==> config.mk <==
export PLATFORM = sky130hd
export DESIGN_NAME = crf_core
export DESIGN_NICKNAME = d
export VERILOG_FILES = /design/src/crf_core.v /design/src/crf_word_reg.v
export VERILOG_INCLUDE_DIRS = /design/src
export SDC_FILE = /design/constraint.sdc
export NUM_CORES = 1
export LEC_CHECK = 0
export BUFFER_PORTS_ARGS = -buffer_cell sky130_fd_sc_hd__buf_2
export CORE_MARGIN = 4
export CORE_UTILIZATION = 50
export CTS_BUF_LIST = sky130_fd_sc_hd__clkbuf_4 sky130_fd_sc_hd__clkbuf_8
export DETAILED_ROUTE_END_ITERATION = 8
export HOLD_SLACK_MARGIN = 0.08
export PLACE_DENSITY = 0.69
export REMOVE_ABC_BUFFERS = 1
export SYNTH_ARGS = -nofsm -noshare
export SYNTH_HDL_FRONTEND = slang
export SYNTH_HIERARCHICAL = 1
export SYNTH_SLANG_ARGS = --single-unit
==> constraint.sdc <==
create_clock -name aclk -period 4.8 [get_ports aclk]
set_clock_uncertainty 0.2 [all_clocks]
set_input_delay 0.24 -clock aclk [delete_from_list [all_inputs] [get_ports aclk]]
set_output_delay 0.24 -clock aclk [all_outputs]
set_load 0.005 [all_outputs]
==> src/crf_defines.vh <==
// register map, field positions and reset values of the core register file
`ifndef CRF_DEFINES_VH
`define CRF_DEFINES_VH
// register byte offsets on the bus
`define CRF_OFF_DATA0     12'h000
`define CRF_OFF_DATA1     12'h004
`define CRF_OFF_DATA2     12'h008
`define CRF_OFF_DATA3     12'h00C
`define CRF_OFF_ADDR0     12'h010
`define CRF_OFF_ADDR1     12'h014
`define CRF_OFF_FB        12'h018
`define CRF_OFF_VTB       12'h01C
`define CRF_OFF_PCNT      12'h020
`define CRF_OFF_USTK      12'h024
`define CRF_OFF_ISTK      12'h028
`define CRF_OFF_SBASE     12'h02C
`define CRF_OFF_FLAGS     12'h030
`define CRF_OFF_ASTK      12'h034
`define CRF_OFF_B0H       12'h038
`define CRF_OFF_B0L       12'h03C
`define CRF_OFF_B1H       12'h040
`define CRF_OFF_B1L       12'h044
`define CRF_OFF_PAIRLO    12'h048
`define CRF_OFF_PAIRHI    12'h04C
`define CRF_OFF_APAIR     12'h050
// widths
`define CRF_W16           16
`define CRF_W20           20
`define CRF_WFLG          11
// flag fields
`define CRF_FLG_BANK      6
`define CRF_FLG_STKSEL    7
// reset values
`define CRF_RST16         16'h0000
`define CRF_RST20         20'h00000
`define CRF_RSTFLG        11'h000
// bus responses
`define CRF_RESP_OKAY     2'h0
`define CRF_RESP_SLVERR   2'h2
`endif

==> src/crf_core.v <==
// core register file with two banks, stack select and an axi4-lite slave
//
// Implementation choices: the register addresses and register access over AXI4-Lite.
`timescale 1ns/100ps
`include "crf_defines.vh"
module crf_core (
  // clock and reset
  input  wire        aclk,
  input  wire        aresetn,
  // write address channel
  input  wire [11:0] s_axi_awaddr,
  input  wire [2:0]  s_axi_awprot,
  input  wire        s_axi_awvalid,
  output wire        s_axi_awready,
  // write data channel
  input  wire [31:0] s_axi_wdata,
  input  wire [3:0]  s_axi_wstrb,
  input  wire        s_axi_wvalid,
  output wire        s_axi_wready,
  // write response channel
  output reg  [1:0]  s_axi_bresp,
  output reg         s_axi_bvalid,
  input  wire        s_axi_bready,
  // read address channel
  input  wire [11:0] s_axi_araddr,
  input  wire [2:0]  s_axi_arprot,
  input  wire        s_axi_arvalid,
  output wire        s_axi_arready,
  // read data channel
  output reg  [31:0] s_axi_rdata,
  output reg  [1:0]  s_axi_rresp,
  output reg         s_axi_rvalid,
  input  wire        s_axi_rready,
  // datapath view
  output reg  [15:0] active_stack_pointer,
  output reg  [19:0] program_counter_out,
  output reg  [19:0] vector_table_base_out,
  output reg         bank_select
);
  // write address and data capture
  reg         aw_held_reg;
  reg  [11:0] aw_addr_reg;
  reg         w_held_reg;
  reg  [31:0] w_data_reg;
  reg  [3:0]  w_strb_reg;
  wire        wr_go;
  wire        rd_go;

  assign s_axi_awready = !aw_held_reg && !s_axi_bvalid;
  assign s_axi_wready  = !w_held_reg && !s_axi_bvalid;
  assign s_axi_arready = !s_axi_rvalid;
  assign wr_go = aw_held_reg && w_held_reg && !s_axi_bvalid;
  assign rd_go = s_axi_arvalid && s_axi_arready;

  always @(posedge aclk) begin
    if (!aresetn) begin
      aw_held_reg <= 1'b0;
      w_held_reg  <= 1'b0;
      aw_addr_reg <= 12'h000;
      w_data_reg  <= 32'h00000000;
      w_strb_reg  <= 4'h0;
    end else begin
      if (s_axi_awvalid && s_axi_awready) begin
        aw_held_reg <= 1'b1;
        aw_addr_reg <= s_axi_awaddr;
      end else if (wr_go) begin
        aw_held_reg <= 1'b0;
      end
      if (s_axi_wvalid && s_axi_wready) begin
        w_held_reg <= 1'b1;
        w_data_reg <= s_axi_wdata;
        w_strb_reg <= s_axi_wstrb;
      end else if (wr_go) begin
        w_held_reg <= 1'b0;
      end
    end
  end

  // bank select and stack select from the flag register
  reg  [10:0] processor_flags_reg;
  wire        bank = processor_flags_reg[`CRF_FLG_BANK];
  wire        ssel = processor_flags_reg[`CRF_FLG_STKSEL];

  // write decode
  wire [11:0] wa = aw_addr_reg;
  wire        s0 = w_strb_reg[0];
  wire        s1 = w_strb_reg[1];
  wire        s2 = w_strb_reg[2];
  wire        s3 = w_strb_reg[3];
  wire [15:0] wlo = w_data_reg[15:0];
  wire [15:0] whi = w_data_reg[31:16];
  wire [15:0] bh = {w_data_reg[7:0], 8'h00};
  wire [15:0] bl = {8'h00, w_data_reg[7:0]};
  reg  [7:0]  hi_en;
  reg  [7:0]  lo_en;
  reg         map_hit;

  // index: 0..3 data, 4..5 address, 6 frame base, 7 static base
  always @* begin
    hi_en = 8'h00;
    lo_en = 8'h00;
    map_hit = 1'b1;
    case (wa)
      `CRF_OFF_DATA0: begin
        hi_en[0] = s1;
        lo_en[0] = s0;
      end
      `CRF_OFF_DATA1: begin
        hi_en[1] = s1;
        lo_en[1] = s0;
      end
      `CRF_OFF_DATA2: begin
        hi_en[2] = s1;
        lo_en[2] = s0;
      end
      `CRF_OFF_DATA3: begin
        hi_en[3] = s1;
        lo_en[3] = s0;
      end
      `CRF_OFF_ADDR0: begin
        hi_en[4] = s1;
        lo_en[4] = s0;
      end
      `CRF_OFF_ADDR1: begin
        hi_en[5] = s1;
        lo_en[5] = s0;
      end
      `CRF_OFF_FB: begin
        hi_en[6] = s1;
        lo_en[6] = s0;
      end
      `CRF_OFF_SBASE: begin
        hi_en[7] = s1;
        lo_en[7] = s0;
      end
      `CRF_OFF_B0H:   hi_en[0] = s0;
      `CRF_OFF_B0L:   lo_en[0] = s0;
      `CRF_OFF_B1H:   hi_en[1] = s0;
      `CRF_OFF_B1L:   lo_en[1] = s0;
      `CRF_OFF_PAIRLO: begin
        hi_en[0] = s1;
        lo_en[0] = s0;
        hi_en[2] = s3;
        lo_en[2] = s2;
      end
      `CRF_OFF_PAIRHI: begin
        hi_en[1] = s1;
        lo_en[1] = s0;
        hi_en[3] = s3;
        lo_en[3] = s2;
      end
      `CRF_OFF_APAIR: begin
        hi_en[4] = s1;
        lo_en[4] = s0;
        hi_en[5] = s3;
        lo_en[5] = s2;
      end
      `CRF_OFF_VTB, `CRF_OFF_PCNT, `CRF_OFF_USTK, `CRF_OFF_ISTK,
      `CRF_OFF_FLAGS, `CRF_OFF_ASTK: map_hit = 1'b1;
      default: map_hit = 1'b0;
    endcase
    if (!wr_go) begin
      hi_en = 8'h00;
      lo_en = 8'h00;
    end
  end

  // source word for each bank register on a write
  wire        is_byte_hi = (wa == `CRF_OFF_B0H) || (wa == `CRF_OFF_B1H);
  wire        is_byte_lo = (wa == `CRF_OFF_B0L) || (wa == `CRF_OFF_B1L);
  wire        is_pair = (wa == `CRF_OFF_PAIRLO) || (wa == `CRF_OFF_PAIRHI) ||
                        (wa == `CRF_OFF_APAIR);
  wire [15:0] lo_src = is_byte_hi ? bh : (is_byte_lo ? bl : wlo);
  wire [15:0] hi_src = is_pair ? whi : lo_src;

  // two banks of eight 16-bit registers
  wire [15:0] bank_q [0:15];
  genvar g;
  generate
    for (g = 0; g < 16; g = g + 1) begin : g_bank
      wire sel = (g / 8) == bank;
      wire up = ((g % 8) == 2) || ((g % 8) == 3) || ((g % 8) == 5);
      crf_word_reg u_reg (
        .aclk    (aclk),
        .aresetn (aresetn),
        .wr_hi   (sel && hi_en[g % 8]),
        .wr_lo   (sel && lo_en[g % 8]),
        .wdata   (up ? hi_src : lo_src),
        .q_reg   (bank_q[g])
      );
    end
  endgenerate

  wire [3:0]  bb = {bank, 3'h0};
  wire [15:0] d0 = bank_q[bb];
  wire [15:0] d1 = bank_q[bb + 4'h1];
  wire [15:0] d2 = bank_q[bb + 4'h2];
  wire [15:0] d3 = bank_q[bb + 4'h3];
  wire [15:0] a0 = bank_q[bb + 4'h4];
  wire [15:0] a1 = bank_q[bb + 4'h5];
  wire [15:0] fbq = bank_q[bb + 4'h6];
  wire [15:0] sbq = bank_q[bb + 4'h7];

  // shared registers
  reg  [19:0] vector_table_base_reg;
  reg  [19:0] program_counter_reg;
  reg  [15:0] user_stack_pointer_reg;
  reg  [15:0] interrupt_stack_pointer_reg;
  wire        astk_w = wr_go && (wa == `CRF_OFF_ASTK);

  always @(posedge aclk) begin
    if (!aresetn) begin
      vector_table_base_reg       <= `CRF_RST20;
      program_counter_reg         <= `CRF_RST20;
      user_stack_pointer_reg      <= `CRF_RST16;
      interrupt_stack_pointer_reg <= `CRF_RST16;
      processor_flags_reg         <= `CRF_RSTFLG;
    end else if (wr_go) begin
      if (wa == `CRF_OFF_VTB) begin
        if (s0) vector_table_base_reg[7:0] <= w_data_reg[7:0];
        if (s1) vector_table_base_reg[15:8] <= w_data_reg[15:8];
        if (s2) vector_table_base_reg[19:16] <= w_data_reg[19:16];
      end
      if (wa == `CRF_OFF_PCNT) begin
        if (s0) program_counter_reg[7:0] <= w_data_reg[7:0];
        if (s1) program_counter_reg[15:8] <= w_data_reg[15:8];
        if (s2) program_counter_reg[19:16] <= w_data_reg[19:16];
      end
      if ((wa == `CRF_OFF_USTK) || (astk_w && ssel)) begin
        if (s0) user_stack_pointer_reg[7:0] <= wlo[7:0];
        if (s1) user_stack_pointer_reg[15:8] <= wlo[15:8];
      end
      if ((wa == `CRF_OFF_ISTK) || (astk_w && !ssel)) begin
        if (s0) interrupt_stack_pointer_reg[7:0] <= wlo[7:0];
        if (s1) interrupt_stack_pointer_reg[15:8] <= wlo[15:8];
      end
      if (wa == `CRF_OFF_FLAGS) begin
        if (s0) processor_flags_reg[7:0] <= w_data_reg[7:0];
        if (s1) processor_flags_reg[10:8] <= w_data_reg[10:8];
      end
    end
  end

  // active stack pointer selection
  wire [15:0] sp_sel = ssel ? user_stack_pointer_reg
                            : interrupt_stack_pointer_reg;

  // read mux
  reg  [31:0] rd_word;
  reg         rd_hit;
  always @* begin
    rd_hit = 1'b1;
    case (s_axi_araddr)
      `CRF_OFF_DATA0:  rd_word = {16'h0000, d0};
      `CRF_OFF_DATA1:  rd_word = {16'h0000, d1};
      `CRF_OFF_DATA2:  rd_word = {16'h0000, d2};
      `CRF_OFF_DATA3:  rd_word = {16'h0000, d3};
      `CRF_OFF_ADDR0:  rd_word = {16'h0000, a0};
      `CRF_OFF_ADDR1:  rd_word = {16'h0000, a1};
      `CRF_OFF_FB:     rd_word = {16'h0000, fbq};
      `CRF_OFF_VTB:    rd_word = {12'h000, vector_table_base_reg};
      `CRF_OFF_PCNT:   rd_word = {12'h000, program_counter_reg};
      `CRF_OFF_USTK:   rd_word = {16'h0000, user_stack_pointer_reg};
      `CRF_OFF_ISTK:   rd_word = {16'h0000, interrupt_stack_pointer_reg};
      `CRF_OFF_SBASE:  rd_word = {16'h0000, sbq};
      `CRF_OFF_FLAGS:  rd_word = {21'h000000, processor_flags_reg};
      `CRF_OFF_ASTK:   rd_word = {16'h0000, sp_sel};
      `CRF_OFF_B0H:    rd_word = {24'h000000, d0[15:8]};
      `CRF_OFF_B0L:    rd_word = {24'h000000, d0[7:0]};
      `CRF_OFF_B1H:    rd_word = {24'h000000, d1[15:8]};
      `CRF_OFF_B1L:    rd_word = {24'h000000, d1[7:0]};
      `CRF_OFF_PAIRLO: rd_word = {d2, d0};
      `CRF_OFF_PAIRHI: rd_word = {d3, d1};
      `CRF_OFF_APAIR:  rd_word = {a1, a0};
      default: begin
        rd_word = 32'h00000000;
        rd_hit = 1'b0;
      end
    endcase
  end

  // responses and datapath outputs
  always @(posedge aclk) begin
    if (!aresetn) begin
      s_axi_bvalid <= 1'b0;
      s_axi_bresp  <= `CRF_RESP_OKAY;
      s_axi_rvalid <= 1'b0;
      s_axi_rresp  <= `CRF_RESP_OKAY;
      s_axi_rdata  <= 32'h00000000;
      active_stack_pointer  <= `CRF_RST16;
      program_counter_out   <= `CRF_RST20;
      vector_table_base_out <= `CRF_RST20;
      bank_select           <= 1'b0;
    end else begin
      if (wr_go) begin
        s_axi_bvalid <= 1'b1;
        s_axi_bresp  <= map_hit ? `CRF_RESP_OKAY : `CRF_RESP_SLVERR;
      end else if (s_axi_bready) begin
        s_axi_bvalid <= 1'b0;
      end
      if (rd_go) begin
        s_axi_rvalid <= 1'b1;
        s_axi_rdata  <= rd_word;
        s_axi_rresp  <= rd_hit ? `CRF_RESP_OKAY : `CRF_RESP_SLVERR;
      end else if (s_axi_rready) begin
        s_axi_rvalid <= 1'b0;
      end
      active_stack_pointer  <= sp_sel;
      program_counter_out   <= program_counter_reg;
      vector_table_base_out <= vector_table_base_reg;
      bank_select           <= bank;
    end
  end
endmodule

==> src/crf_word_reg.v <==
// one 16-bit register with two byte write enables
`timescale 1ns/100ps
`include "crf_defines.vh"
module crf_word_reg (
  // clock and reset
  input  wire        aclk,
  input  wire        aresetn,
  // write side
  input  wire        wr_hi,
  input  wire        wr_lo,
  input  wire [15:0] wdata,
  // state
  output reg  [15:0] q_reg
);
  always @(posedge aclk) begin
    if (!aresetn) begin
      q_reg <= `CRF_RST16;
    end else begin
      if (wr_hi) begin
        q_reg[15:8] <= wdata[15:8];
      end
      if (wr_lo) begin
        q_reg[7:0] <= wdata[7:0];
      end
    end
  end
endmodule
Yosys cells after proc, flatten, opt, wreduce, memory -nomap -nowiden
Cells that the tools add are included.
{"block": "totals", "out_inout_bits": 98, "regBits": 484}
{"block": "op_classes", "n_addsub": 7, "bitwise": 9, "n_lt_le_gt_ge": 8, "n_mux": 58, "reduce_logical": 78, "eq_ne": 40}
{"op": "$pmux 32 s21", "count": 1}
{"op": "$bmux 16 s4", "count": 8}
{"op": "$mux 16", "count": 20}
{"op": "$eq 12x6->1 const B", "count": 16}
{"op": "$eq 12x7->1 const B", "count": 10}
{"op": "$eq 12x5->1 const B", "count": 8}
{"op": "$eq 12x4->1 const B", "count": 4}
{"op": "$logic_and 1x1->1", "count": 42}
{"op": "$reduce_or 21->1", "count": 2}
{"op": "$ge 5x5->1 const B", "count": 8}
{"op": "$not 4->5", "count": 8}
{"op": "$reduce_and 3->1", "count": 12}
{"op": "$eq 12x3->1 const B", "count": 2}
{"op": "$logic_not 12->1", "count": 2}
{"op": "$mux 1", "count": 17}
{"op": "$add 4x3->4 const B", "count": 4}
{"op": "$mux 8", "count": 2}
{"op": "$pmux 1 s2", "count": 8}
{"op": "$add 4x2->4 const B", "count": 2}
{"op": "$reduce_bool 2->1", "count": 4}
{"op": "$logic_or 1x1->1", "count": 6}
{"op": "$reduce_or 2->1", "count": 3}
{"op": "$reduce_or 3->1", "count": 2}
{"op": "$logic_not 1->1", "count": 5}
{"op": "3 further kinds", "count": 4}

Longest topological paths before layout
{"block": "logic_depth", "ltp_word": 6, "ltp_mapped": 10}

By module
Netlist, hierarchy kept.
{"module": "crf_core", "n_inst": 1, "area_each_um2": 13161.4, "cells_each": 1516, "seq_area_each_um2": 4524.3}
{"module": "crf_word_reg", "n_inst": 16, "area_each_um2": 608.1, "cells_each": 51, "seq_area_each_um2": 320.3}

Least setup slack after synthesis
OpenSTA, ideal clock, no wires.
{"block": "synth_timing", "path_kind": "flip-flop to flip-flop", "start": "register aw_addr_reg[5]", "end": "register g_bank[10].u_reg.q_reg[10]", "path_slack_ns": 2.290, "stages_incl_launch_ff": 9, "arrival_time_ns": 2.194, "setup_ns": 0.116, "required_ns": 4.484, "n_path_buf": 1, "cell_sequence": "dfxtp_1 buf_2 or4b_2 a21oi_1 nand2_1 a22o_1 mux2_2 mux2i_1 nor2b_1"}
{"block": "synth_between", "elab_chain_len": 5}
{"element": "start: declaration", "line": "crf_core.v:42", "text": "reg [11:0] aw_addr_reg;"}
{"element": "start signal: assignment", "line": "crf_core.v:65", "text": "aw_addr_reg <= s_axi_awaddr;"}
{"element": "$eq 12x6->1 or $eq 12x7->1 (tied branches)"}
{"element": "$logic_or 1x1->1", "line": "crf_core.v:170", "text": "wire is_byte_lo = (wa == `CRF_OFF_B0L) || (wa == `CRF_OFF_B1L);"}
{"element": "$mux 16", "line": "crf_core.v:173", "text": "wire [15:0] lo_src = is_byte_hi ? bh : (is_byte_lo ? bl : wlo);"}
{"element": "$mux 16 *", "line": "crf_core.v:173"}
{"element": "via lo_src[10]", "line": "crf_core.v:173"}
{"element": "$mux 16 *", "line": "crf_core.v:174", "text": "wire [15:0] hi_src = is_pair ? whi : lo_src;"}
{"element": "via hi_src[10]", "line": "crf_core.v:174"}
{"element": "end signal: assignment", "line": "crf_word_reg.v:17", "text": "q_reg <= `CRF_RST16;"}
{"element": "end signal: assignment", "line": "crf_word_reg.v:20", "text": "q_reg[15:8] <= wdata[15:8];"}
{"element": "end: declaration", "line": "crf_word_reg.v:13", "text": "output reg [15:0] q_reg"}
Mark *: on every way through the listed nets, which the timed path passes. The rest lies on a longest branch.
A chain may end at the register's enable or synchronous reset.

Worst setup path in the final report
{"block": "layout_timing", "start": "register aw_addr_reg[6]", "end": "register g_bank[11].u_reg.q_reg[12]"}
{"block": "layout_between", "elab_chain_len": 5}
{"element": "$eq 12x6->1 or $eq 12x7->1 (tied branches)"}
{"element": "$logic_or 1x1->1", "line": "crf_core.v:170"}
{"element": "$mux 16", "line": "crf_core.v:173"}
{"element": "$mux 16 *", "line": "crf_core.v:173"}
{"element": "via lo_src[12]", "line": "crf_core.v:173"}
{"element": "$mux 16 *", "line": "crf_core.v:174"}
{"element": "via hi_src[12]", "line": "crf_core.v:174"}
{"element": "end signal: assignment", "line": "crf_word_reg.v:17"}
{"element": "end signal: assignment", "line": "crf_word_reg.v:20"}
{"element": "end: declaration", "line": "crf_word_reg.v:13"}
Marks and branches as above.

==> results.toml <==
[power_and_ir_drop]
worst_case_vdd_ir_drop_mv = 0.278
power.density_nw_per_um2 = 317
power.static_leakage_nw = 8.94

[place]
gp_congestion = 0.996
dp_hpwl_um = 55500
io_buffers = 162
postPlaceCellArea_sq_um = 24000
dp_slack_ns = 1.30

[status]
status = "complete, no violations"

[detailed_routing]
drtAntennaViolNets = 0
drt-wirelength-per-cell_um = 24.8
number_of_optimization_iterations_in_the_first_detailed_route_pass = 6
drt_first_iter_violations = 2040
routed_wirelength_um = 80300
remaining_drc_errors = 0
via_count = 19100
post_drt_via_cell_ratio = 5.91

[synth]
synth.largest_area_cell = "sky130_fd_sc_hd__dfxtp_1"
synth.cell_area_sq_um = 22900
synth_edf_count = 0
synth_seq_cells = 482
synth-warning-count = 6
synth-async-reset-ratio_pct = 0
synth_cells = 2332
synth_largest_type_area_fraction_pct = 42.2
main_area_contributors_after_synthesis = "sky130_fd_sc_hd__dfxtp_1 42%, sky130_fd_sc_hd__mux2i_1 18%, sky130_fd_sc_hd__nor2b_1 9.2%"
synthesis.area_per_instance_sq_um = 9.82
synth-seq-area-share_pct = 42.2
most_used_flip_flop_cell_after_synthesis = "sky130_fd_sc_hd__dfxtp_1"
synth_common_cells = "482 x sky130_fd_sc_hd__dfxtp_1, 402 x sky130_fd_sc_hd__mux2i_1, 335 x sky130_fd_sc_hd__nor2b_1"
yosys.cell_types.count = 78
synth_most_common_cell = "sky130_fd_sc_hd__dfxtp_1"

[global_route]
grtUsageTotal_pct = 31.4
initial_antenna_violation_count = 2
grt_overflow_total = 0
grt_pass1_vias = 18800
busiest_grt_layer = "met2"
grt_use_met2_pct = 47.2
grt_max_degree = 210
grt_use_met3_pct = 7.28
use_met1_pct = 43.5
grt_first_pass_wirelength_um = 119000

[worst_setup_path]
critical-path-max-stage-delay_ns = 0.65
critPathSlowestCell = "sky130_fd_sc_hd__a22o_1"
worstPathMaxFanout = 14
timing.critical_path.cells = "or4b_2, a21oi_1, and2_1, a22o_1, mux2_2, mux2i_1, nor2b_1"
end_kind = "flip-flop"
critical_path_class = "flip-flop to flip-flop"
worst_ep_arrival_time_ns = 4.13
worstPathRequired_ns = 5.21
start_kind = "flip-flop"

[timing]
timing.max_slew.rel_slack_pct = 12.1
setup_viol = 0
post-route-period-util_pct = 77.4
worst_tran_pin_value_ns = 1.31
finalMaxSlewViolations = 0
hold_violations_final = 0
unrepaired_setup_endpoints_after_global_routing = "no"
finalWorstSetupSlack_ns = 1.08
finalHoldWorstSlack_ns = 0.157
achievable-frequency_mhz = 269
min_period_ns = 3.72

[floorplanning]
core_area_sq_um = 45300
placement_rows = 78
fp.dieH_um = 222
die_x_um = 222
dieArea_sq_um = 49300
initial_core_util_pct = 50.5
number_of_top_level_design_ports = 171

[min_path]
min_path_type = "input port to flip-flop"

[finish]
area_occupied_by_multi_input_gates_sq_um = 12300
drive_above_1_share_pct = 18.2
finish.utilization_pct = 59.3
area_occupied_by_registers_sq_um = 9650
nFillCells = 3866
final_cell_area_sq_um = 26900
flip_flop_count_of_the_largest_register_all_copies_and_words_added = 256
nNetsFinal = 2653
areaGrowthSynthToFinish_pct = 17.3

[cts]
postCtsSetupBuffers = 0
path_clk_slew_ns = 0.07
cts_max_path_buffers = 3
clock_insertion_delay_worst_skew_ns = 0.68
deepest_level_of_the_cts_h_tree = 3
root_buffer = "sky130_fd_sc_hd__clkbuf_8"
tritoncts_clock_tree = "done"
numClockSinks = 482
tritoncts.num_buffers = 81

[flow_run]
max-cap-violations = 0
[cell type report]
cell class                      count  share of cell area, %
Multi-Input combinational cell   1676                   45.7
Antenna cell                        2                 0.0186
Tap cell                          600                   2.80
Clock inverter                     11                  0.326
Inverter                            6                 0.0839
Timing Repair Buffer              333                   8.97
Clock buffer                      130                   6.13
Sequential cell                   482                   35.9
[critical path, delay by kind of cell, from the launching register on]
kind	cells	cell delay [ns]
AOI/OAI and AO/OA	2	1.14
DFF	1	0.64
muxes	2	0.46
and+or+nand+nor	3	1.19
[cells by family after synthesis]
kind of cell | share of synthesized area (%)
other | 0.0164
AND/OR/NAND/NOR | 20.2
multiplexers | 22.0
XOR/XNOR | 0.0765
buffers and inverters | 4.39
AO/OA/AOI/OAI | 11.1
flip-flops | 42.2
[cells in the final DEF, fill, tap and decap left out, types with 5 or more instances in the layout]
cell type	synthesis	layout
sky130_fd_sc_hd__a2111oi_0	10	10
sky130_fd_sc_hd__a211oi_1	8	8
sky130_fd_sc_hd__a21boi_0	76	76
sky130_fd_sc_hd__a21oi_1	24	24
sky130_fd_sc_hd__a221oi_1	18	18
sky130_fd_sc_hd__a22o_1	12	12
sky130_fd_sc_hd__a22oi_1	30	30
sky130_fd_sc_hd__a2bb2oi_1	6	6
sky130_fd_sc_hd__a311oi_1	7	7
sky130_fd_sc_hd__a31oi_1	11	11
sky130_fd_sc_hd__a32oi_1	8	8
sky130_fd_sc_hd__and2_1	61	60
sky130_fd_sc_hd__and3_1	7	7
sky130_fd_sc_hd__buf_2	60	161
sky130_fd_sc_hd__buf_4	9	57
sky130_fd_sc_hd__clkbuf_4	0	23
sky130_fd_sc_hd__clkbuf_8	0	107
sky130_fd_sc_hd__clkinv_2	0	7
sky130_fd_sc_hd__dfxtp_1	482	481
sky130_fd_sc_hd__dlygate4sd3_1	0	112
sky130_fd_sc_hd__inv_1	5	5
sky130_fd_sc_hd__mux2_2	80	80
sky130_fd_sc_hd__mux2i_1	402	402
sky130_fd_sc_hd__mux4_2	5	5
sky130_fd_sc_hd__nand2_1	198	198
sky130_fd_sc_hd__nand2b_1	8	8
sky130_fd_sc_hd__nand3_1	22	22
sky130_fd_sc_hd__nand4_1	12	12
sky130_fd_sc_hd__nor2_1	83	83
sky130_fd_sc_hd__nor2b_1	335	335
sky130_fd_sc_hd__nor3_1	31	31
sky130_fd_sc_hd__nor3b_1	5	5
sky130_fd_sc_hd__nor4_1	13	11
sky130_fd_sc_hd__nor4_2	3	5
sky130_fd_sc_hd__o211ai_1	6	6
sky130_fd_sc_hd__o21ai_0	67	67
sky130_fd_sc_hd__o22a_1	6	6
sky130_fd_sc_hd__o22ai_1	28	28
sky130_fd_sc_hd__o32ai_1	7	7
[through the flow]
step	TNS [ns]	std cells	total power [mW]
final	0	3240	8.52
after floorplan	-344.91	2164	4.38
after detailed placement	0	2985	4.65
after global routing	0	3239	8.81
after CTS	0	3238	8.55
after global placement	0	2985	4.64
[final timing paths]
check                               start                                      end  slack [ns]  cells after the start
max           aw_addr_reg[6]$_SDFFE_PN0P_  g_bank[11].u_reg/q_reg[12]$_SDFFE_PN0P_        1.08                      7
min                          s_axi_bready                s_axi_bvalid$_SDFFE_PN0P_        0.16                      4
max reg2reg   aw_addr_reg[6]$_SDFFE_PN0P_  g_bank[11].u_reg/q_reg[12]$_SDFFE_PN0P_        1.08                      7
min reg2reg  s_axi_rdata[20]$_SDFFE_PN0P_             s_axi_rdata[20]$_SDFFE_PN0P_        0.25                      2
[power breakdown]
part           total, mW  internal, mW  switching, mW
sequential          4.09          4.03         0.0613
clock               3.86          2.21           1.65
combinational      0.563         0.222          0.341
[routing by layer]
layer | up-vias | wire (um)
met5 | - | 0
met4 | 0 | 3510
met3 | 192 | 6990
met2 | 891 | 34500
met1 | 9293 | 35300
li1 | 8768 | -
[timing repair]
item / CTS / global route
hold endpoints to repair: 198 / 0
resized for setup: 0 / 0
hold buffers: 112 / 0
Note: power is estimated with default switching activity, not from simulation.
